--- src/logic/swm_regs.svh ---
`ifndef SWM_REGS_SVH
`define SWM_REGS_SVH
// register offsets
`define SWM_ADDR_EXP 7'h14
`define SWM_ADDR_MANT_HI 7'h15
`define SWM_ADDR_MANT_LO 7'h16
`define SWM_ADDR_CNT_HI 7'h17
`define SWM_ADDR_CNT_LO 7'h18
`define SWM_ADDR_DUTY 7'h19
`define SWM_ADDR_THR 7'h1a
`define SWM_ADDR_LEVEL 7'h1b
// reset values
`define SWM_RST_EXP 5'h03
`define SWM_RST_MANT 16'h0000
`define SWM_RST_DUTY 8'h00
`define SWM_RST_THR 5'h14
// field padding of narrow registers
`define SWM_PAD_EXP 3'h0
`define SWM_PAD_LEVEL 3'h0
`define SWM_PAD_DUTY 8'h00
// timing
`define SWM_CLK_NS 40
`define SWM_MEAS_PERIOD_NS 1000000000
`define SWM_MEAS_ON_NS 250000
`define SWM_LOW_RUN 3'h4
`define SWM_SCALE_BASE 34'h4
`endif

--- src/logic/swm_pkg.sv ---
package swm_pkg;
  // duty-cycle receive sequencing
  typedef enum logic [1:0] {DUTY_IDLE, DUTY_LISTEN, DUTY_WINDOW} swm_duty_t;
  // supply monitor schedule
  typedef enum logic {MON_WAIT, MON_MEASURE} swm_mon_t;
endpackage

--- src/logic/swm_scaled_if.sv ---
interface swm_scaled_if;
  logic start;
  logic run;
  logic tick;
  logic [4:0] exponent;
  logic [15:0] limit;
  logic expire;
  logic [15:0] count;
  modport owner (output start, run, tick, exponent, limit, input expire, count);
  modport counter (input start, run, tick, exponent, limit, output expire, count);
endinterface

--- src/logic/swm_scaled_counter.sv ---
`include "swm_regs.svh"
module swm_scaled_counter (
  input wire logic clock,
  input wire logic nrst,
  swm_scaled_if.counter sc
);
  import swm_pkg::*;
  logic [33:0] pre_q, pre_d;
  logic [15:0] cnt_q, cnt_d;
  logic exp_q, exp_d;
  // one count per 4 * 2^exponent slow ticks, expiry at the limit
  always_comb
  begin
    pre_d = pre_q;
    cnt_d = cnt_q;
    exp_d = 1'b0;
    if (sc.start || !sc.run)
    begin
      pre_d = 34'h0;
      cnt_d = 16'h0;
    end
    else if (sc.tick)
    begin
      if (pre_q == (`SWM_SCALE_BASE << sc.exponent) - 34'h1)
      begin
        pre_d = 34'h0;
        if (sc.limit != 16'h0 && cnt_q == sc.limit - 16'h1)
        begin
          cnt_d = 16'h0;
          exp_d = 1'b1;
        end
        else
          cnt_d = cnt_q + 16'h1;
      end
      else
        pre_d = pre_q + 34'h1;
    end
  end
  always_ff @(posedge clock or negedge nrst)
  begin
    if (!nrst)
    begin
      pre_q <= 34'h0;
      cnt_q <= 16'h0;
      exp_q <= 1'b0;
    end
    else
    begin
      pre_q <= pre_d;
      cnt_q <= cnt_d;
      exp_q <= exp_d;
    end
  end
  assign sc.expire = exp_q;
  assign sc.count = cnt_q;
endmodule // swm_scaled_counter

--- src/logic/swm_supervisor.sv ---
`include "swm_regs.svh"
module swm_supervisor #(
  parameter int MEAS_INTERVAL = `SWM_MEAS_PERIOD_NS / `SWM_CLK_NS,
  parameter int MEAS_ON = (`SWM_MEAS_ON_NS + `SWM_CLK_NS - 1) / `SWM_CLK_NS
) (
  input wire logic clock,
  input wire logic nrst,
  input wire logic [6:0] reg_addr,
  input wire logic [7:0] reg_wdata,
  input wire logic reg_wr,
  input wire logic reg_rd,
  output logic [7:0] reg_rdata,
  input wire logic monitor_enable,
  input wire logic timer_enable,
  input wire logic slow_crystal_select,
  input wire logic duty_cycle_receive,
  input wire logic supply_irq_enable,
  input wire logic wakeup_irq_enable,
  input wire logic sleep_request,
  input wire logic irq_read,
  input wire logic rc_osc_pin,
  input wire logic slow_crystal_pin,
  input wire logic [4:0] supply_code,
  input wire logic rx_preamble_ok,
  input wire logic rx_sync_ok,
  input wire logic rx_search_fail,
  output logic irq_out_low,
  output logic xtal30_en,
  output logic host_clk_run,
  output logic rc_osc_en,
  output logic supply_monitor,
  output logic gpio0_crystal_mode,
  output logic wakeup_gpio,
  output logic rx_enable
);
  import swm_pkg::*;

  ////////////////////////////////////////////////////////////////////////
  logic [4:0] code_s1_q, code_s2_q;
  logic rc_s1_q, rc_s2_q, xt_s1_q, xt_s2_q, slow_prev_q;
  logic slow_sel, slow_tick;
  logic [4:0] exp_q, exp_d, thr_q, thr_d;
  logic [15:0] mant_q, mant_d;
  logic [7:0] duty_q, duty_d, rdata_q, rdata_d;
  logic sleep_q, sleep_d, sleep_run_q, sleep_run_d, timer_run;
  swm_duty_t dstate_q, dstate_d;
  logic rx_q, rx_d, win_start;
  logic wake_pend_q, wake_pend_d, batt_pend_q, batt_pend_d;
  logic irq_n_q, irq_n_d, xtal_q, xtal_d, rc_q, rc_d;
  logic gpio0_q, gpio0_d, wgpio_q, wgpio_d;
  logic mon_power, mon_event;
  logic [4:0] mon_level;
  swm_scaled_if period_if ();
  swm_scaled_if window_if ();

  ////////////////////////////////////////////////////////////////////////
  // two-stage synchronisers for the analog code and the slow clock pins
  always_ff @(posedge clock or negedge nrst)
  begin
    if (!nrst)
    begin
      code_s1_q <= 5'h0;
      code_s2_q <= 5'h0;
      rc_s1_q <= 1'b0;
      rc_s2_q <= 1'b0;
      xt_s1_q <= 1'b0;
      xt_s2_q <= 1'b0;
      slow_prev_q <= 1'b0;
    end
    else
    begin
      code_s1_q <= supply_code;
      code_s2_q <= code_s1_q;
      rc_s1_q <= rc_osc_pin;
      rc_s2_q <= rc_s1_q;
      xt_s1_q <= slow_crystal_pin;
      xt_s2_q <= xt_s1_q;
      slow_prev_q <= slow_sel;
    end
  end

  // slow source choice and rising-edge tick
  assign slow_sel = slow_crystal_select ? xt_s2_q : rc_s2_q;
  assign slow_tick = slow_sel & ~slow_prev_q;

  ////////////////////////////////////////////////////////////////////////
  // register writes and registered read data
  always_comb
  begin
    exp_d = exp_q;
    mant_d = mant_q;
    duty_d = duty_q;
    thr_d = thr_q;
    rdata_d = rdata_q;
    if (reg_wr)
    begin
      unique case (reg_addr)
        `SWM_ADDR_EXP: exp_d = reg_wdata[4:0];
        `SWM_ADDR_MANT_HI: mant_d[15:8] = reg_wdata;
        `SWM_ADDR_MANT_LO: mant_d[7:0] = reg_wdata;
        `SWM_ADDR_DUTY: duty_d = reg_wdata;
        `SWM_ADDR_THR: thr_d = reg_wdata[4:0];
        default: ;
      endcase
    end
    if (reg_rd)
    begin
      unique case (reg_addr)
        `SWM_ADDR_EXP: rdata_d = {`SWM_PAD_EXP, exp_q};
        `SWM_ADDR_MANT_HI: rdata_d = mant_q[15:8];
        `SWM_ADDR_MANT_LO: rdata_d = mant_q[7:0];
        `SWM_ADDR_CNT_HI: rdata_d = period_if.count[15:8];
        `SWM_ADDR_CNT_LO: rdata_d = period_if.count[7:0];
        `SWM_ADDR_DUTY: rdata_d = duty_q;
        `SWM_ADDR_THR: rdata_d = {`SWM_PAD_EXP, thr_q};
        `SWM_ADDR_LEVEL: rdata_d = {`SWM_PAD_LEVEL, mon_level};
        default: rdata_d = 8'h00;
      endcase
    end
  end

  always_ff @(posedge clock or negedge nrst)
  begin
    if (!nrst)
    begin
      exp_q <= `SWM_RST_EXP;
      mant_q <= `SWM_RST_MANT;
      duty_q <= `SWM_RST_DUTY;
      thr_q <= `SWM_RST_THR;
      rdata_q <= 8'h00;
    end
    else
    begin
      exp_q <= exp_d;
      mant_q <= mant_d;
      duty_q <= duty_d;
      thr_q <= thr_d;
      rdata_q <= rdata_d;
    end
  end

  ////////////////////////////////////////////////////////////////////////
  // sleep tracking: the timer enable is captured as sleep begins
  always_comb
  begin
    sleep_d = sleep_request;
    sleep_run_d = sleep_run_q;
    if (sleep_request && !sleep_q)
      sleep_run_d = timer_enable;
  end

  always_ff @(posedge clock or negedge nrst)
  begin
    if (!nrst)
    begin
      sleep_q <= 1'b0;
      sleep_run_q <= 1'b0;
    end
    else
    begin
      sleep_q <= sleep_d;
      sleep_run_q <= sleep_run_d;
    end
  end

  assign timer_run = sleep_q ? sleep_run_q : timer_enable;

  ////////////////////////////////////////////////////////////////////////
  // wake-up period and duty window counters share the exponent
  assign period_if.start = sleep_request & ~sleep_q;
  assign period_if.run = timer_run;
  assign period_if.tick = slow_tick;
  assign period_if.exponent = exp_q;
  assign period_if.limit = mant_q;
  assign window_if.start = win_start;
  assign window_if.run = (dstate_q == DUTY_WINDOW);
  assign window_if.tick = slow_tick;
  assign window_if.exponent = exp_q;
  assign window_if.limit = {`SWM_PAD_DUTY, duty_q};

  swm_scaled_counter u_period (
    .clock(clock),
    .nrst(nrst),
    .sc(period_if)
  );

  swm_scaled_counter u_window (
    .clock(clock),
    .nrst(nrst),
    .sc(window_if)
  );

  swm_supply_monitor #(
    .INTERVAL(MEAS_INTERVAL),
    .ON_TIME(MEAS_ON)
  ) u_monitor (
    .clock(clock),
    .nrst(nrst),
    .enable(monitor_enable),
    .code(code_s2_q),
    .threshold(thr_q),
    .power(mon_power),
    .level(mon_level),
    .low_event(mon_event)
  );

  ////////////////////////////////////////////////////////////////////////
  // duty-cycle receive: listen each period, extend on preamble plus sync
  always_comb
  begin
    dstate_d = dstate_q;
    rx_d = rx_q;
    win_start = 1'b0;
    if (!duty_cycle_receive)
    begin
      dstate_d = DUTY_IDLE;
      rx_d = 1'b0;
    end
    else
    begin
      unique case (dstate_q)
        DUTY_IDLE:
          if (period_if.expire)
          begin
            dstate_d = DUTY_LISTEN;
            rx_d = 1'b1;
          end
        DUTY_LISTEN:
          if (rx_preamble_ok && rx_sync_ok)
          begin
            dstate_d = DUTY_WINDOW;
            win_start = 1'b1;
          end
          else if (rx_search_fail)
          begin
            dstate_d = DUTY_IDLE;
            rx_d = 1'b0;
          end
        DUTY_WINDOW:
          if (window_if.expire)
          begin
            dstate_d = DUTY_IDLE;
            rx_d = 1'b0;
          end
      endcase
    end
  end

  always_ff @(posedge clock or negedge nrst)
  begin
    if (!nrst)
    begin
      dstate_q <= DUTY_IDLE;
      rx_q <= 1'b0;
    end
    else
    begin
      dstate_q <= dstate_d;
      rx_q <= rx_d;
    end
  end

  ////////////////////////////////////////////////////////////////////////
  // pending events, interrupt pin and clock requests; a set beats a read
  always_comb
  begin
    wake_pend_d = (wake_pend_q & ~irq_read) | (period_if.expire & wakeup_irq_enable);
    batt_pend_d = (batt_pend_q & ~irq_read) | (mon_event & supply_irq_enable);
    irq_n_d = ~(wake_pend_d | batt_pend_d);
    xtal_d = ~sleep_request | wake_pend_d | batt_pend_d | rx_d;
    rc_d = ~slow_crystal_select & (timer_run | (monitor_enable & sleep_request));
    gpio0_d = slow_crystal_select;
    wgpio_d = period_if.expire & ~wakeup_irq_enable;
  end

  always_ff @(posedge clock or negedge nrst)
  begin
    if (!nrst)
    begin
      wake_pend_q <= 1'b0;
      batt_pend_q <= 1'b0;
      irq_n_q <= 1'b1;
      xtal_q <= 1'b1;
      rc_q <= 1'b0;
      gpio0_q <= 1'b0;
      wgpio_q <= 1'b0;
    end
    else
    begin
      wake_pend_q <= wake_pend_d;
      batt_pend_q <= batt_pend_d;
      irq_n_q <= irq_n_d;
      xtal_q <= xtal_d;
      rc_q <= rc_d;
      gpio0_q <= gpio0_d;
      wgpio_q <= wgpio_d;
    end
  end

  assign reg_rdata = rdata_q;
  assign irq_out_low = irq_n_q;
  assign xtal30_en = xtal_q;
  assign host_clk_run = xtal_q;
  assign rc_osc_en = rc_q;
  assign supply_monitor = mon_power;
  assign gpio0_crystal_mode = gpio0_q;
  assign wakeup_gpio = wgpio_q;
  assign rx_enable = rx_q;

  logic [12:0] on_len_q;
  // helper: length of the current monitor power pulse
  always_ff @(posedge clock or negedge nrst)
  begin
    if (!nrst)
      on_len_q <= 13'h0;
    else
      on_len_q <= supply_monitor ? on_len_q + 13'h1 : 13'h0;
  end
endmodule // swm_supervisor

--- src/logic/swm_supply_monitor.sv ---
`include "swm_regs.svh"
module swm_supply_monitor #(
  parameter int INTERVAL = 25000000,
  parameter int ON_TIME = 6250
) (
  input wire logic clock,
  input wire logic nrst,
  input wire logic enable,
  input wire logic [4:0] code,
  input wire logic [4:0] threshold,
  output logic power,
  output logic [4:0] level,
  output logic low_event
);
  import swm_pkg::*;
  swm_mon_t state_q, state_d;
  logic [24:0] tmr_q, tmr_d;
  logic [2:0] run_q, run_d;
  logic power_q, power_d, event_q, event_d;
  logic [4:0] level_q, level_d;
  // one powered measurement per interval, low readings debounced
  always_comb
  begin
    state_d = state_q;
    tmr_d = tmr_q + 25'h1;
    run_d = run_q;
    power_d = power_q;
    event_d = 1'b0;
    level_d = level_q;
    if (!enable)
    begin
      state_d = MON_WAIT;
      tmr_d = 25'h0;
      run_d = 3'h0;
      power_d = 1'b0;
    end
    else
    begin
      unique case (state_q)
        MON_WAIT:
          if (tmr_q == 25'(INTERVAL - 1))
          begin
            state_d = MON_MEASURE;
            tmr_d = 25'h0;
            power_d = 1'b1;
          end
        MON_MEASURE:
          if (tmr_q == 25'(ON_TIME - 1))
          begin
            state_d = MON_WAIT;
            tmr_d = 25'h0;
            power_d = 1'b0;
            level_d = code;
            if (code < threshold)
            begin
              run_d = (run_q == `SWM_LOW_RUN) ? run_q : run_q + 3'h1;
              event_d = (run_q == `SWM_LOW_RUN - 3'h1);
            end
            else
              run_d = 3'h0;
          end
      endcase
    end
  end
  always_ff @(posedge clock or negedge nrst)
  begin
    if (!nrst)
    begin
      state_q <= MON_WAIT;
      tmr_q <= 25'h0;
      run_q <= 3'h0;
      power_q <= 1'b0;
      event_q <= 1'b0;
      level_q <= 5'h0;
    end
    else
    begin
      state_q <= state_d;
      tmr_q <= tmr_d;
      run_q <= run_d;
      power_q <= power_d;
      event_q <= event_d;
      level_q <= level_d;
    end
  end
  assign power = power_q;
  assign level = level_q;
  assign low_event = event_q;
endmodule // swm_supply_monitor
--- config.mk ---
export PLATFORM = sky130hd
export DESIGN_NAME = swm_supervisor
export DESIGN_NICKNAME = d
export VERILOG_FILES = /design/src/logic/swm_pkg.sv /design/src/logic/swm_scaled_if.sv /design/src/logic/swm_scaled_counter.sv /design/src/logic/swm_supervisor.sv /design/src/logic/swm_supply_monitor.sv
export VERILOG_INCLUDE_DIRS = /design/src /design/src/logic
export SDC_FILE = /design/constraint.sdc
export NUM_CORES = 1
export LEC_CHECK = 0
export BUFFER_PORTS_ARGS = -buffer_cell sky130_fd_sc_hd__buf_2
export CAP_MARGIN = 25
export CORE_AREA = 2 2 138 166
export CTS_BUF_LIST = sky130_fd_sc_hd__clkbuf_4 sky130_fd_sc_hd__clkbuf_8
export DETAILED_ROUTE_END_ITERATION = 12
export DIE_AREA = 0 0 140 168
export GPL_ROUTABILITY_DRIVEN = 0
export GPL_TIMING_DRIVEN = 0
export PLACE_DENSITY = 0.88
export SYNTH_ARGS = -nofsm -noshare
export SYNTH_HDL_FRONTEND = slang
export SYNTH_SLANG_ARGS = --single-unit
--- constraint.sdc ---
create_clock -name clock -period 6.16 [get_ports clock]
set_clock_uncertainty 0.05 [all_clocks]
set_input_delay 1.232 -clock clock [delete_from_list [all_inputs] [get_ports clock]]
set_output_delay 1.232 -clock clock [all_outputs]
set_load 0.02 [all_outputs]
# --- Word-level counts from Yosys, hierarchy flattened ---
# Cells that the tools add are included.
word_totals:
  regBits: 207
  elab_cells: 185
  in_bits: 37
op_classes:
  n_addsub: 9
  n_eq_ne: 26
  n_shift: 1
  bitwise: 24
  muxes: 61
  reduce_logical: 27
  magnitude_cmp: 1
ops:
  columns: ["operator", "n"]
  rows:
  - ["two-way mux 34 bit", 6]
  - ["two-way mux 16 bit", 8]
  - ["two-way mux 25 bit", 3]
  - ["adder 34 x 1 -> 34 bit, second input constant", 2]
  - ["== test 34 bit", 2]
  - ["case mux 8 bit (8 select lines)", 1]
  - ["== test 7 x 5 -> 1 bit, second input constant", 8]
  - ["case mux 25 bit (2 select lines)", 1]
  - ["left shift 3 x 5 -> 34 bit, first input constant", 1]
  - ["subtractor 34 x 1 -> 34 bit, second input constant", 1]
  - ["adder 16 x 1 -> 16 bit, second input constant", 2]
  - ["== test 16 bit", 2]
  - ["nonzero test 16 bit", 2]
  - ["two-way mux 1 bit", 28]
  - ["adder 25 x 1 -> 25 bit, second input constant", 1]
  - ["== test 25 x 13 -> 1 bit, second input constant", 1]
  - ["== test 25 bit, second input constant", 1]
  - ["AND reduction 2 bit", 8]
  - ["subtractor 16 x 1 -> 16 bit, second input constant", 1]
  - ["two-way mux 3 bit", 5]
  - ["two-way mux 2 bit", 5]
  - ["AND 1 bit", 9]
  - ["!= test 3 bit, second input constant", 3]
  - ["AND reduction 3 bit", 3]
  - ["other kinds (20)", 45]

# --- Depth between registers and ports, before layout ---
# Gate-level depths: netlist (run 1).
logic_depth:
  depth_word: 7
  ltp_mapped: 20
  mapped_depth_nobuf: 12

# --- Modules after synthesis ---
# From an unflattened synthesis (run 1), not the netlist that was laid out.
unflattened:
  hier_cells: 1599
  hier_area_um2: 14179.8
by_module_without_submodules:
  columns: ["module", "cells_per_inst", "area_per_inst_um2", "n_inst", "seq_area_each_um2"]
  rows:
  - ["swm_scaled_counter", 582, 4536.9, 2, 1276.2]
  - ["swm_supervisor", 235, 3099.2, 1, 1734.2]
  - ["swm_supply_monitor", 200, 2006.9, 1, 900.9]

# --- Worst setup path before layout (run 1) ---
# No wires, ideal clock.
synth_path:
  path_type: "reg-to-reg"
  start: "register exp_q[4]"
  end: "register u_period.cnt_q[14], in the netlist u_period.sc.count[14]"
  setup_slack_ns: 1.636
  path_stages_with_launch: 17
  setup_time_ns: 0.078
  period_less_slack_ns: 4.524
  arrival_ns: 4.396
  n_path_buf: 5
  required_time_ns: 6.032
  path_cell_list: "dfrtp_1 buf_4 buf_6 buf_2 buf_2 clkbuf_1 nor2_1 inv_1 ha_1 or3_4 o31a_4 and3_4 or4_4 or3_1 or4_4 or4_1 a21oi_1"
synth_via:
  elab_chain_cells: 5
synth_rtl:
  columns: ["item", "line_no", "rtl"]
  rows:
  - ["start: declaration", "swm_supervisor.sv:42", "logic [4:0] exp_q, exp_d, thr_q, thr_d;"]
  - ["start signal: assignment", "swm_supervisor.sv:126", "exp_q <= `SWM_RST_EXP;"]
  - ["start signal: assignment", "swm_supervisor.sv:134", "exp_q <= exp_d;"]
  - ["left shift 3 x 5 -> 34 bit (no line)", null, null]
  - ["subtractor 34 x 1 -> 34 bit", "swm_scaled_counter.sv:24", "if (pre_q == (`SWM_SCALE_BASE << sc.exponent) - 34'h1)"]
  - ["== test 34 bit", "swm_scaled_counter.sv:24", null]
  - ["nonzero test 2 bit (no line)", null, null]
  - ["AND reduction 2 bit (no line)", null, null]
  - ["end signal: assignment", "swm_scaled_counter.sv:50", "cnt_q <= cnt_d;"]
  - ["end: declaration", "swm_scaled_counter.sv:9", "logic [15:0] cnt_q, cnt_d;"]
# No other way between the ends.
# A chain may end at the register's enable or synchronous reset.

# --- Worst setup path in the final report (run 1) ---
layout_path:
  start: "register exp_q[4]"
  end: "register u_period.cnt_q[11], in the netlist u_period.sc.count[11]"
# The elaborated chain is that of the path after synthesis.

==> results of run 1 <==
## cell usage after synthesis (8+ instances only)
cell type	number
sky130_fd_sc_hd__dfrtp_1	201
sky130_fd_sc_hd__nor2_1	185
sky130_fd_sc_hd__nand2_1	100
sky130_fd_sc_hd__xnor2_1	79
sky130_fd_sc_hd__o21ai_0	78
sky130_fd_sc_hd__xor2_1	63
sky130_fd_sc_hd__a21oi_1	60
sky130_fd_sc_hd__clkbuf_1	55
sky130_fd_sc_hd__nand3_1	53
sky130_fd_sc_hd__nor3_1	47
sky130_fd_sc_hd__inv_1	46
sky130_fd_sc_hd__and3_1	44
sky130_fd_sc_hd__nand4_1	34
sky130_fd_sc_hd__mux2_2	33
sky130_fd_sc_hd__nor4_1	20
sky130_fd_sc_hd__ha_1	19
sky130_fd_sc_hd__nor3b_1	19
sky130_fd_sc_hd__or3_1	17
sky130_fd_sc_hd__a32o_1	16
sky130_fd_sc_hd__a22oi_1	15
sky130_fd_sc_hd__or4_1	15
sky130_fd_sc_hd__buf_2	14
sky130_fd_sc_hd__nand4b_1	12
sky130_fd_sc_hd__a211oi_1	11
sky130_fd_sc_hd__mux2i_1	11
sky130_fd_sc_hd__nand3b_1	11
sky130_fd_sc_hd__nor2b_1	11
sky130_fd_sc_hd__nand2b_1	10
sky130_fd_sc_hd__nor4b_1	8
sky130_fd_sc_hd__o22ai_1	8
## worst paths after layout
check | from | to
max | exp_q[4] | u_period.sc.count[11]
min | code_s1_q[1] | code_s2_q[1]
max reg2reg | exp_q[4] | u_period.sc.count[11]
min reg2reg | code_s1_q[1] | code_s2_q[1]
max in group asynchronous | nrst | exp_q[4]
min in group asynchronous | nrst | u_monitor.tmr_q[16]
## state kept, by name, indices dropped and copies added, names as in the netlist, 2 cells and up
register and cells:
u_monitor.run_q 3, u_monitor.level 5, u_window.pre_q 34, exp_q 5, u_monitor.tmr_q 25, duty_q 8
code_s2_q 5, thr_q 5, u_period.pre_q 34, dstate_q 2, u_period.sc.count 16, mant_q 16
code_s1_q 5, u_window.sc.count 16, reg_rdata 8
## power by group
part           switching [mW]  leakage (nW)  internal [mW]
clock network           0.562         0.411          0.790
logic                   0.360          2.70          0.207
registers              0.0353          2.77           1.40
## logic make-up (layout without fill, tap and decap cells)
family / Yosys count / after routing / share of synthesized area [%]
and+or+nand+nor: 630 / 630 / 25.59
AOI/OAI and AO/OA: 274 / 274 / 14.14
DFF: 207 / 207 / 40.09
xor gates and xnor gates: 142 / 142 / 9.612
buffers and inverters: 132 / 250 / 4.313
muxes: 48 / 48 / 4.419
adders and majority gates: 19 / 19 / 1.837
## stage by stage
| step | cell area, sq um | utilization (%) |
|---|---|---|
| after floorplan | 12940 | - |
| after global placement | 13540 | 61.15 |
| after detailed placement | 13590 | 61.36 |
| after CTS | 14370 | 64.86 |
| after global routing | 14380 | 64.94 |
| final | 14380 | 64.94 |
## layout make-up
cell class	count	share of cell area, %
multi-input combinational	1113	50.06
sequential	207	36.07
clock inverter	8	0.6699
tap	279	2.427
buffer	85	2.654
clock buffer	54	4.733
inverter	47	1.227
timing repair buffer	56	2.158
## per-layer routing
metal | global-route usage, % | up-vias | routed length [um]
li1 | - | 5416 | -
met1 | 36.04 | 5636 | 12960
met2 | 49.90 | 645 | 16420
met3 | 4.949 | 209 | 2834
met4 | 18.09 | 0 | 2537
met5 | 0 | - | 0
## critical path, delay by kind of cell, from the launching register on
family	cells	cell delay, ns
buffers and inverters	9	2.47
and+or+nand+nor	4	1.49
AOI/OAI and AO/OA	4	0.79
DFF	1	0.33
adders and majority gates	1	0.30
xor gates and xnor gates	1	0.19
## timing repair
action | in CTS | in global routing
gates resized for setup | 0 | 1
setup buffers | 0 | 0
setup endpoints to repair | 0 | 30
==> results.txt, run 1 <==
The aggregate routed wire length is 34750 um. The number of nets in the layout came out at 1601. The layout-stage area growth over the synthesis result came out at 11.15%.

The summed instance area of the synthesized netlist came out at 0.01294 sq mm. The per-cell routed wire length came out at about 19 um. The clock transition at the registers of the reported paths came out at approximately 0.060 ns. The reg-to-reg setup timing slack is roughly 0.47 ns. The first-iteration detailed-routing DRC count came out at between 1000 and 1500. In this design, the critical path's most frequently occurring cell is sky130_fd_sc_hd__buf_2. The setup slack after layout is around 0.47 ns. In this run the number of H-tree levels came out at 2. The power density normalized to cell area is approximately 230 mW/mm^2.

The number of standard cells in the final layout excluding fillers is approximately 1800. The post-synth net total came out at 1508. The area of the die is 0.02352 sq mm. The number of maximum-capacitance violations came out at 0. The number of cells on the worst hold path is 0. The period utilization came out at roughly 92%. The core area is roughly 0.022 sq mm.

The endpoint type of the worst setup path is a register. The top-level port count came out at 53. The worst pin sits at a relative slew slack of a little over a quarter.

The number of enable flip-flop cells after synthesis is 0. On the worst path, the slowest cell contributes a delay of about 0.66 ns. At the pin with the least slew margin, the transition time is around 1.1 ns. The total instance count after detailed placement is roughly 1800. The die height came out at ~170 um. The count of unresolved DRC violations after routing came out at 0.

The most common cell after layout, fill and taps aside is sky130_fd_sc_hd__dfrtp_1. The class of the most critical setup path is reg2reg. The starting density of the core came out at around three fifths. The number of endpoints with negative hold slack in the final report came to 0. The total number of placement rows is 60. The via count of the first global-routing pass was between 10000 and 15000. The analysis attributes to cell leakage a power of 5.881 nW. On the critical path, the stage with the largest delay is an instance of sky130_fd_sc_hd__or4_1. By area the synthesized netlist is led by sky130_fd_sc_hd__dfrtp_1 39%, sky130_fd_sc_hd__nor2_1 5.4%, sky130_fd_sc_hd__xnor2_1 5.3%, sky130_fd_sc_hd__xor2_1 4.3%, sky130_fd_sc_hd__o21ai_0 3.0%. The critical path goes through buf_4 -> buf_6 -> buf_2 -> buf_2 -> clkbuf_1 -> nor2_1 -> inv_1 -> ha_1 -> buf_2 -> buf_1 -> nand2_1 -> o21ai_0 -> a22oi_1 -> xnor2_1 -> or4_1 -> nor4_1 -> o31a_1 -> clkbuf_1 -> a32o_1. The worst reg-to-reg path cell count is 19. Setup violations remaining at the end of the flow were counted as 0.

The area share of the largest cell type after synthesis is 38.87%. The count of buffers inserted at the top-level ports came out at 51. OpenSTA, run right after detailed placement, puts the worst setup slack at 0.5225 ns. The mean instance size in the synthesized netlist came out at a little under 9 sq um. In this run the worst path has a maximum fanout of 10.

The async set or reset register ratio after synthesis is 100.0%. The flow ran to the end, and the final reports show no timing, DRC or antenna violations. The number of antenna-violating nets in the routed design came out at 0. In the layout the commonest cells are 201 x sky130_fd_sc_hd__dfrtp_1, 185 x sky130_fd_sc_hd__nor2_1, 100 x sky130_fd_sc_hd__nand2_1.

TritonCTS built the clock tree. Clock latency on the worst-skew pair, taken at its later pin, is about 0.53 ns. The fraction of layout cells with a size suffix above 1 is between 10% and 20%. The overall routing resource usage came out at between 20% and 30%. The total congestion overflow is 0. The count of clock tree sinks came out at about 210. The buffer levels on the longest clock path is 3.

Of all cell types, the one taking the most synthesized area is sky130_fd_sc_hd__dfrtp_1. The number of max-slew violations in the final report came out at 0. The number of diodes came out at 0. The post-DP HPWL is 24870 um. The worst-case hold slack is roughly 0.3 ns. The worst min-delay path class is reg2reg.

The most common flop cell mapped by yosys is sky130_fd_sc_hd__dfrtp_1. The sequential cell area in the final layout came out at a little over 0.005 sq mm. After synthesis, the netlist uses between 90 and 100 different library cells. Clock tree synthesis selected as its root buffer the cell sky130_fd_sc_hd__clkbuf_8. After detailed routing, the number of vias per cell comes to 6.439. The minimum period implied by the final worst setup slack came out at between 5 and 6 ns. The number of hold-repair buffers added at the cts stage is 0. The top achievable clock speed is 175.9 MHz.

Data arrives at the worst endpoint at 6.09 ns. The first global-routing pass estimated 57270 um of wire. Setup total negative slack on the finished layout was measured at 0 ns. After filler insertion, the fill cell instance count of the layout stands at ~1700.

The part of the Yosys area used for sequential elements is 40.09%. The number of warnings printed during yosys synthesis came out at 0. The synthesis-stage register bit count is 207. The die span in x is ~140 um. The critical path required time is 6.57 ns. The total power of the final layout is roughly 3.4 mW. The synthesized instance count is 1452. The number of antenna violations at the first check in global routing is 0. The routed via count came out at 11906. The maximum number of pins on one net before global-route repair came out at around 130.

The worst IR drop on VDD came out at 0.0002507 V. STA classifies the critical path startpoint as a register. The total iterations of the first detailed-routing run came out at 6. The number of buffers created by CTS is 35. The area occupied by multi-input gates is 0.007199 sq mm. Setup repair after global routing left no endpoint under its margin.
Power figures use the tool's default switching activity.
==> run 2: changes to the inputs <==
--- a/config.mk
+++ b/config.mk
@@ -8,13 +8,13 @@
 export LEC_CHECK = 0
 export BUFFER_PORTS_ARGS = -buffer_cell sky130_fd_sc_hd__buf_2
 export CAP_MARGIN = 25
-export CORE_AREA = 2 2 138 166
+export CORE_AREA = 2 2 140 169
 export CTS_BUF_LIST = sky130_fd_sc_hd__clkbuf_4 sky130_fd_sc_hd__clkbuf_8
 export DETAILED_ROUTE_END_ITERATION = 12
-export DIE_AREA = 0 0 140 168
+export DIE_AREA = 0 0 142 171
 export GPL_ROUTABILITY_DRIVEN = 0
 export GPL_TIMING_DRIVEN = 0
-export PLACE_DENSITY = 0.88
+export PLACE_DENSITY = 0.89
 export SYNTH_ARGS = -nofsm -noshare
 export SYNTH_HDL_FRONTEND = slang
 export SYNTH_SLANG_ARGS = --single-unit
==> constraint.sdc (replaced) <==
create_clock -name clock -period 4.7 [get_ports clock]
set_clock_uncertainty 0.05 [all_clocks]
set_input_delay 0.94 -clock clock [delete_from_list [all_inputs] [get_ports clock]]
set_output_delay 0.94 -clock clock [all_outputs]
set_load 0.02 [all_outputs]
==> results.txt, run 2 (synthesis gave the netlist of run 1 again) <==
The sum of negative setup slack was 0 ns (unchanged). The count of clock tree sinks came out at 207 (unchanged). The fraction of layout cells with a size suffix above 1 came out at 15.61% (was 13.31%). The overall routing resource usage is 30.28% (was 29.73%).

The number of buffers created by CTS was 35 (unchanged). The remaining max-slew budget at the tightest pin came out at 37.51% (was 26.37%). The number of antenna-violating nets in the routed design came out at 0 (unchanged). Commonest cells after routing, fill and taps aside: 201 x sky130_fd_sc_hd__dfrtp_1, 183 x sky130_fd_sc_hd__nor2_1, 100 x sky130_fd_sc_hd__nand2_1 (was 201 x sky130_fd_sc_hd__dfrtp_1, 185 x sky130_fd_sc_hd__nor2_1, 100 x sky130_fd_sc_hd__nand2_1). The power density normalized to cell area is 305.2 mW/mm^2 (was 233.1 mW/mm^2). The die span in x was 142 um (was 140 um). The number of max-slew violations in the final report is 0 (unchanged). The minimum period implied by the final worst setup slack came out at 4.697 ns (was 5.685 ns). The starting density of the core was 56.70% (was 58.42%). The clock tree from TritonCTS was done (unchanged).

The count of buffers inserted at the top-level ports is 51 (unchanged). The most common cell after layout, fill and taps aside is sky130_fd_sc_hd__dfrtp_1 (unchanged). The number of nets in the layout is 1608 (was 1601). The first-iteration detailed-routing DRC count came out at 1425 (was 1238). The die height came out at 171 um (was 168 um).

The number of vias per cell is 6.588 (was 6.439). The total number of placement rows is 61 (was 60). The post-route standard cell area excluding fillers came out at 0.01460 sq mm (was 0.01438 sq mm).

The launch instance of the worst register-to-register path is exp_q[1] (was exp_q[4]). The total iterations of the first detailed-routing run came to 9 (was 6). The critical path required time is 5.10 ns (was 6.57 ns). The routed via count came out at 12247 (was 11906). The endpoint type of the worst setup path was a register (unchanged). The post-DP HPWL is 25370 um (was 24870 um).

The critical path's slowest cell is sky130_fd_sc_hd__or4_4 (was sky130_fd_sc_hd__or4_1). The final setup violation count came out at 0 (unchanged). The global routing met2 resource utilization came out at 50.54% (was 49.90%). The critical path arrival came out at 5.10 ns (was 6.09 ns).

The aggregate routed wire length is 36670 um (was 34750 um). The class of the most critical setup path is reg2reg (unchanged). The final-layout fill cell count is 1718 (was 1741). The global-route met1 utilization was 37.09% (was 36.04%). The clock transition at the registers of the reported paths came to 0.06 ns (about the same). The number of endpoints with negative hold slack in the final report came to 0 (unchanged). The total congestion overflow came to 0 (unchanged). The core area was 0.02282 sq mm (was 0.02215 sq mm). The number of diodes is 0 (unchanged). The layout-stage area growth over the synthesis result is 12.87% (was 11.15%). The worst min-delay path class is reg2reg (unchanged). The count of unresolved DRC violations after routing was 0 (unchanged). Chain of cells forming the critical path: buf_6 -> or4_1 -> buf_6 -> nor2_4 -> inv_2 -> ha_4 -> buf_2 -> and2_1 -> a22oi_1 -> a211oi_1 -> or4_4 -> or3_4 -> or4_4 -> or4_4 -> a21oi_2 (was buf_4 -> buf_6 -> buf_2 -> buf_2 -> clkbuf_1 -> nor2_1 -> inv_1 -> ha_1 -> buf_2 -> buf_1 -> nand2_1 -> o21ai_0 -> a22oi_1 -> xnor2_1 -> or4_1 -> nor4_1 -> o31a_1 -> clkbuf_1 -> a32o_1). The number of hold-repair buffers added at the cts stage came out at 0 (unchanged). The via count of the first global-routing pass came out at 11801 (was 11599). The met3 track demand over resource in global routing came out at 5.178% (was 4.949%).

The count of buffer and inverter cells on the critical path came out at 4 (was 9). The total power of the final layout came out at 4.456 mW (was 3.353 mW). The leakage power is 5.979 nW (was 5.881 nW).

The number of antenna violations at the first check in global routing came out at 0 (unchanged). The cell repeated most along the worst path is sky130_fd_sc_hd__or4_4 (was sky130_fd_sc_hd__buf_2). The final core utilization came out at 63.99% (was 64.94%). The worst-margin pin slew is 0.9275 ns (was 1.102 ns). The peak per-stage delay on the critical path is 0.53 ns (was 0.66 ns). The depth of the CTS H-tree is 2 (unchanged). The number of maximum-capacitance violations came out at 0 (unchanged). The buffer levels on the longest clock path came out at 3 (unchanged). The start point of the critical path is exp_q[1] (was exp_q[4]). The busiest layer in global routing is met2 (unchanged). The top-level port count came to 53 (unchanged).

The per-cell routed wire length came out at 19.72 um (was 18.79 um). The largest fanout of any net on the critical path came out at 10 (unchanged). The type of element launching the critical path is a register (unchanged). Result of the run: finished, final reports clean (unchanged).

The area of the die came to 0.02428 sq mm (was 0.02352 sq mm). The post-detailed-placement cell area came to 0.01359 sq mm (about the same). The worst IR drop on VDD is 0.0002988 V (was 0.0002507 V). The cell family with the largest share of critical-path delay is simple AND/OR/NAND/NOR gates (was buffers and inverters).

The top achievable clock speed came out at 212.9 MHz (was 175.9 MHz). The maximum number of pins on one net before global-route repair is 117 (was 128). The period utilization is 99.95% (was 92.29%). The start point of the worst hold path is rc_s1_q (was code_s1_q[1]). The clock latency on the worst-skew pair came out at 0.56 ns (was 0.53 ns). The root buffer cell is sky130_fd_sc_hd__clkbuf_8 (unchanged).

Largest registers in the final layout: u_period.pre_q: 34 flops, u_window.pre_q: 34 flops, u_monitor.tmr_q: 25 flops (unchanged). The wire length of the first global-routing pass is 59180 um (was 57270 um).
## run 2: cell types whose count changed in the layout (fill, tap and decap cells not counted), moves of 3 or more
cell / before / now
sky130_fd_sc_hd__buf_1: 9 / 6
sky130_fd_sc_hd__buf_2: 66 / 60
sky130_fd_sc_hd__buf_4: 6 / 17
sky130_fd_sc_hd__clkbuf_1: 55 / 48
sky130_fd_sc_hd__clkbuf_2: 0 / 8
sky130_fd_sc_hd__clkbuf_4: 10 / 15
## run 2: metrics by stage
| stage | hold WS, ns | instances | worst slack, ns |
|---|---|---|---|
| floorplan | 0.2812 | 1452 | 0.1762 |
| global route | 0.3170 | 1859 | -0.07903 |
| CTS | 0.3113 | 1850 | 0.01084 |
| finish | 0.3071 | 1859 | 0.002509 |
| global placement | 0.2828 | 1786 | -0.7853 |
| detailed placement | 0.2863 | 1787 | -0.9614 |
## run 2: final cells by class
class | instances | area (sq um) | share of cell area, %
multi-input cells | 1113 | 7320 | 50.12
clock buffers | 55 | 669.4 | 4.584
clock inverters | 6 | 102.6 | 0.7025
well taps | 283 | 354.1 | 2.425
plain buffers | 84 | 419.2 | 2.870
flip-flops and latches | 207 | 5187 | 35.52
repair buffers | 64 | 375.4 | 2.570
inverters | 47 | 176.4 | 1.208
## run 2: worst register-to-register path, cell delays in order, from the launching register on
cell and delay, ns:
sky130_fd_sc_hd__dfstp_2 0.37, sky130_fd_sc_hd__buf_6 0.13, sky130_fd_sc_hd__or4_1 0.51, sky130_fd_sc_hd__buf_6 0.15
sky130_fd_sc_hd__nor2_4 0.10, sky130_fd_sc_hd__inv_2 0.06, sky130_fd_sc_hd__ha_4 0.18, sky130_fd_sc_hd__buf_2 0.18
sky130_fd_sc_hd__and2_1 0.24, sky130_fd_sc_hd__a22oi_1 0.35, sky130_fd_sc_hd__a211oi_1 0.16, sky130_fd_sc_hd__or4_4 0.51
sky130_fd_sc_hd__or3_4 0.40, sky130_fd_sc_hd__or4_4 0.53, sky130_fd_sc_hd__or4_4 0.53, sky130_fd_sc_hd__a21oi_2 0.15
## run 2: where the power goes
part,internal [mW],total (mW),leakage (nW),switching [mW]
registers,1.83,1.88,2.77,0.0486
clock network,1.02,1.77,0.409,0.744
logic,0.298,0.809,2.80,0.511
total,3.15,4.46,5.98,1.30
## run 2: routing by layer
layer  up-vias  part of all wire (%)
li1       5442                     -
met1      5824                    37
met2       747                    48
met3       234                   8.5
met4         0                   6.8
met5         -                     0
## run 2: worst paths after layout
kind	end	slack, ns	cells past startpoint
min reg2reg	rc_s2_q	0.31	0
max reg2reg	u_period.sc.count[14]	0.003	15
min in group asynchronous	u_window.sc.count[11]	0.34	1
min	rc_s2_q	0.31	0
max	u_period.sc.count[14]	0.003	15
max in group asynchronous	u_period.pre_q[10]	3.19	2
## run 2: repair_timing
item | 4_1_cts | 5_1_grt
pin swaps | 4 | 8
setup endpoints to repair | 102 | 92
buffers inserted | 3 | 6
gates resized for setup | 18 | 34
==> run 3: changes to the inputs <==
--- a/config.mk
+++ b/config.mk
@@ -8,13 +8,14 @@
 export LEC_CHECK = 0
 export BUFFER_PORTS_ARGS = -buffer_cell sky130_fd_sc_hd__buf_2
 export CAP_MARGIN = 25
-export CORE_AREA = 2 2 140 169
+export CORE_AREA = 2 2 145 175
 export CTS_BUF_LIST = sky130_fd_sc_hd__clkbuf_4 sky130_fd_sc_hd__clkbuf_8
 export DETAILED_ROUTE_END_ITERATION = 12
-export DIE_AREA = 0 0 142 171
+export DIE_AREA = 0 0 147 177
 export GPL_ROUTABILITY_DRIVEN = 0
 export GPL_TIMING_DRIVEN = 0
-export PLACE_DENSITY = 0.89
+export PLACE_DENSITY = 0.9
 export SYNTH_ARGS = -nofsm -noshare
 export SYNTH_HDL_FRONTEND = slang
+export SYNTH_HIERARCHICAL = 1
 export SYNTH_SLANG_ARGS = --single-unit
==> results.txt, run 3 <==
Result of the run: finished, final reports clean (unchanged). Commonest cells after routing, fill and taps aside: 200 x sky130_fd_sc_hd__dfrtp_1, 168 x sky130_fd_sc_hd__nor2_1, 122 x sky130_fd_sc_hd__nand2_1 (was 201 x sky130_fd_sc_hd__dfrtp_1, 183 x sky130_fd_sc_hd__nor2_1, 100 x sky130_fd_sc_hd__nand2_1). The core area is 0.02444 sq mm (was 0.02282 sq mm). The mean instance size in the synthesized netlist came out at 8.868 sq um (was 8.911 sq um). The clock latency on the worst-skew pair is 0.56 ns (about the same). The post-route standard cell area excluding fillers came to 0.01585 sq mm (was 0.01460 sq mm). The number of endpoints with negative hold slack in the final report came out at 0 (unchanged). The die span in x is 147 um (was 142 um). The part of the Yosys area used for sequential elements is 36.58% (was 40.09%).

The total number of placement rows came out at 63 (was 61). The minimum period implied by the final worst setup slack is 4.529 ns (was 4.697 ns). The critical path required time is 5.07 ns (was 5.10 ns). The most common cell after layout, fill and taps aside is sky130_fd_sc_hd__dfrtp_1 (unchanged).

The worst min-delay path class is reg2reg (unchanged). The xor and xnor area share after synthesis came to 9.141% (was 9.612%). The switching share of total power is 30.76% (was 29.26%).

Setup repair after global routing left no endpoint under its margin. The pre-CTS worst setup slack is 0.1424 ns (was -0.9614 ns). The top-level port count came to 53 (unchanged). The critical path arrival came to 4.90 ns (was 5.10 ns).

The worst IR drop on VDD came to 0.0002608 V (was 0.0002988 V). The multiplexer area fraction after synthesis came out at 5.859% (was 4.419%). The sum of negative setup slack came out at 0 ns (unchanged). The total instance count after detailed placement is 2010 (was 1787).

The compound-cell area share of the yosys netlist is 14.40% (was 14.14%). Largest registers in the final layout: u_period/pre_q: 34 flops, u_window/pre_q: 34 flops, u_monitor/tmr_q: 25 flops (was u_period.pre_q: 34 flops, u_window.pre_q: 34 flops, u_monitor.tmr_q: 25 flops). The clock network power share is 39.1% (was 39.6%). The largest fanout of any net on the critical path came out at 14 (was 10). The final setup violation count is 0 (unchanged). The count of clock tree sinks is 207 (unchanged). The aggregate routed wire length is 39020 um (was 36670 um). The most common flop cell mapped by yosys is sky130_fd_sc_hd__dfrtp_1 (unchanged). The type of element launching the critical path is a register (unchanged).

The die height is 177 um (was 171 um). The power dissipated by switching net loads came out at 1.436 mW (was 1.304 mW). The number of antenna-violating nets in the routed design came to 0 (unchanged). The fraction of layout cells with a size suffix above 1 is 15.15% (was 15.61%). The summed instance area of the synthesized netlist was 0.01418 sq mm (was 0.01294 sq mm). The number of hold-repair buffers added at the cts stage is 0 (unchanged). The number of maximum-capacitance violations is 0 (unchanged).

The class of the most critical setup path was reg2reg (unchanged). The clock transition at the registers of the reported paths came out at 0.07 ns (was 0.06 ns). The number of standard cells in the final layout excluding fillers is 2074 (was 1859). The async set or reset register ratio after synthesis came out at 100.0% (unchanged). The share of total power in sequential cells is 40.4% (was 42.2%).

The endpoint type of the worst setup path is a register (unchanged). The synthesis-stage register bit count was 207 (unchanged). The root buffer cell is sky130_fd_sc_hd__clkbuf_8 (unchanged).

The setup slack after layout was 0.1708 ns (was 0.002509 ns). The most frequent cell after synthesis is sky130_fd_sc_hd__dfrtp_1 (unchanged). The worst-margin pin slew is 0.9509 ns (was 0.9275 ns). The via count of the first global-routing pass is 13010 (was 11801). The number of max-slew violations in the final report came out at 0 (unchanged). The depth of the CTS H-tree came to 2 (unchanged). The cell internal power dissipation is 3.233 mW (was 3.152 mW). The largest family of logic cells by synthesized area is simple AND/OR/NAND/NOR gates (unchanged). The layout-stage area growth over the synthesis result is 11.76% (was 12.87%). The routed via count is 13384 (was 12247).

The area share of the largest cell type after synthesis is 35.47% (was 38.87%). The post-DP HPWL is 27070 um (was 25370 um). The synthesized instance count came out at 1599 (was 1452). The total iterations of the first detailed-routing run came to 8 (was 9). The count of buffers inserted at the top-level ports was 52 (was 51).

The number of vias per cell came out at 6.453 (was 6.588). The top achievable clock speed came out at 220.8 MHz (was 212.9 MHz). The number of nets in the layout is 1781 (was 1608). The post-synthesis simple-gate area fraction came out at 27.94% (was 25.59%).

The first-iteration detailed-routing DRC count came out at 1345 (was 1425). The total congestion overflow is 0 (unchanged). The per-cell routed wire length is 18.81 um (was 19.72 um). The number of diodes came out at 0 (unchanged). The share of synthesized cell area in full adder, half adder and majority cells is 1.765% (was 1.837%).

The number of warnings printed during yosys synthesis came to 6 (was 0). The period utilization came out at 96.37% (was 99.95%). The post-detailed-placement cell area came to 0.01501 sq mm (was 0.01359 sq mm).

The number of antenna violations at the first check in global routing came to 0 (unchanged). The overall routing resource usage came out at 29.78% (was 30.28%). The area of the die came out at 0.02602 sq mm (was 0.02428 sq mm). Biggest area contributors in the synthesized netlist: sky130_fd_sc_hd__dfrtp_1 35%, sky130_fd_sc_hd__xor2_1 4.8%, sky130_fd_sc_hd__nor2_1 4.4%, sky130_fd_sc_hd__xnor2_1 4.3%, sky130_fd_sc_hd__mux2_2 3.4% (was sky130_fd_sc_hd__dfrtp_1 39%, sky130_fd_sc_hd__nor2_1 5.4%, sky130_fd_sc_hd__xnor2_1 5.3%, sky130_fd_sc_hd__xor2_1 4.3%, sky130_fd_sc_hd__o21ai_0 3.0%). List of most frequent post-synthesis cells: 201 x sky130_fd_sc_hd__dfrtp_1, 168 x sky130_fd_sc_hd__nor2_1, 122 x sky130_fd_sc_hd__nand2_1 (was 201 x sky130_fd_sc_hd__dfrtp_1, 185 x sky130_fd_sc_hd__nor2_1, 100 x sky130_fd_sc_hd__nand2_1). The distinct cell type count after synthesis is 88 (was 91). The number of buffers created by CTS is 37 (was 35). The combinational group share of total power is 20.5% (was 18.2%).

The cell taking the most area after synthesis is sky130_fd_sc_hd__dfrtp_1 (unchanged). The count of unresolved DRC violations after routing came to 0 (unchanged). The starting density of the core is 58.03% (was 56.70%).

The wire length of the first global-routing pass is 64020 um (was 59180 um). The maximum number of pins on one net before global-route repair came out at 121 (was 117). The number of enable flip-flop cells after synthesis came out at 0 (unchanged).

The power density normalized to cell area is 294.6 mW/mm^2 (was 305.2 mW/mm^2). The remaining max-slew budget at the tightest pin came to 36.02% (was 37.51%). The buffer levels on the longest clock path came out at 3 (unchanged).

The leakage power came out at 6.752 nW (was 5.979 nW). The clock tree from TritonCTS is done (unchanged).
-- run 3: cell types whose count changed after synthesis, moves of 22 or more --
cell / before / now
sky130_fd_sc_hd__o22ai_1: 8 / 31
sky130_fd_sc_hd__o31ai_1: 0 / 23
sky130_fd_sc_hd__buf_2: 14 / 36
sky130_fd_sc_hd__nand3_1: 53 / 86
sky130_fd_sc_hd__a21oi_1: 60 / 30
sky130_fd_sc_hd__nor4_1: 20 / 49
sky130_fd_sc_hd__nand2_1: 100 / 122
sky130_fd_sc_hd__o21ai_0: 78 / 44
-- run 3: power by group through the flow --
stage          logic (mW)  registers [mW]  clock network (mW)
3_3_place_gp        0.873            1.91                   0
3_5_place_dp        0.908            1.92                   0
5_1_grt              1.03            1.89                1.95
6_report            0.955            1.89                1.83
2_1_floorplan       0.671            1.90                   0
4_1_cts             0.915            1.88                1.86
-- run 3: final cells by class --
type | count | area, sq um
clock buffers | 56 | 726.9
fillers | 1880 | 8588
plain buffers | 85 | 426.7
repair buffers | 54 | 305.3
flip-flops and latches | 207 | 5189
clock inverters | 8 | 86.33
well taps | 325 | 406.6
multi-input cells | 1290 | 8523
inverters | 49 | 183.9
-- run 3: stage by stage --
step | total power, mW | hold slack (ns) | utilization, %
finish | 4.669 | 0.2798 | 64.85
global route | 4.870 | 0.2746 | 64.85
CTS | 4.657 | 0.2761 | 64.76
detailed placement | 2.823 | 0.2879 | 61.43
global placement | 2.784 | 0.2836 | 61.25
floorplan | 2.566 | 0.2812 | -
-- run 3: cell families (layout without fill, tap and decap cells) --
family	after synthesis	in the layout
simple gates	731	731
mux	77	77
xor+xnor	148	148
compound gates	281	281
flops	207	207
buf+inv	134	252
other cells	1	33
fa+ha+maj	20	20
-- run 3: final timing paths --
kind	start	endpoint	slack, ns	depth (start not counted)
worst min-delay path	rc_s1_q	rc_s2_q	0.28	0
worst min register to register	rc_s1_q	rc_s2_q	0.28	0
max in group asynchronous	nrst	u_monitor/low_event	3.27	2
worst max-delay path	exp_q[4]	u_window/pre_q[30]	0.17	15
min in group asynchronous	nrst	wakeup_gpio	0.33	1
worst max register to register	exp_q[4]	u_window/pre_q[30]	0.17	15
-- run 3: repair_timing --
item | CTS | global route
gates resized for setup | 0 | 8
endpoints found under the setup margin | 0 | 76
setup buffers | 0 | 0
-- run 3: layer usage --
metal | part of all wire, % | up-vias | GRT usage (%) | routed length (um)
met4 | 5.7 | 0 | 15.50 | 2229
met3 | 8.2 | 225 | 4.665 | 3186
li1 | - | 6049 | - | -
met5 | 0 | - | 0 | 0
met2 | 49 | 797 | 51.86 | 18940
met1 | 38 | 6313 | 35.75 | 14660
-- run 3: worst max-delay path, cell delays in order, from the launching register on --
cell,delay [ns]
sky130_fd_sc_hd__dfrtp_2,0.52
sky130_fd_sc_hd__buf_4,0.22
sky130_fd_sc_hd__buf_2,0.20
sky130_fd_sc_hd__nor3_1,0.32
sky130_fd_sc_hd__nand3b_1,0.13
sky130_fd_sc_hd__ha_1,0.19
sky130_fd_sc_hd__clkbuf_1,0.23
sky130_fd_sc_hd__or4_1,0.45
sky130_fd_sc_hd__a21oi_1,0.23
sky130_fd_sc_hd__o21ai_0,0.11
sky130_fd_sc_hd__a22oi_1,0.40
sky130_fd_sc_hd__nor4b_1,0.35
sky130_fd_sc_hd__nand3_1,0.30
sky130_fd_sc_hd__nand2_1,0.31
sky130_fd_sc_hd__buf_2,0.29
sky130_fd_sc_hd__nor2_1,0.08
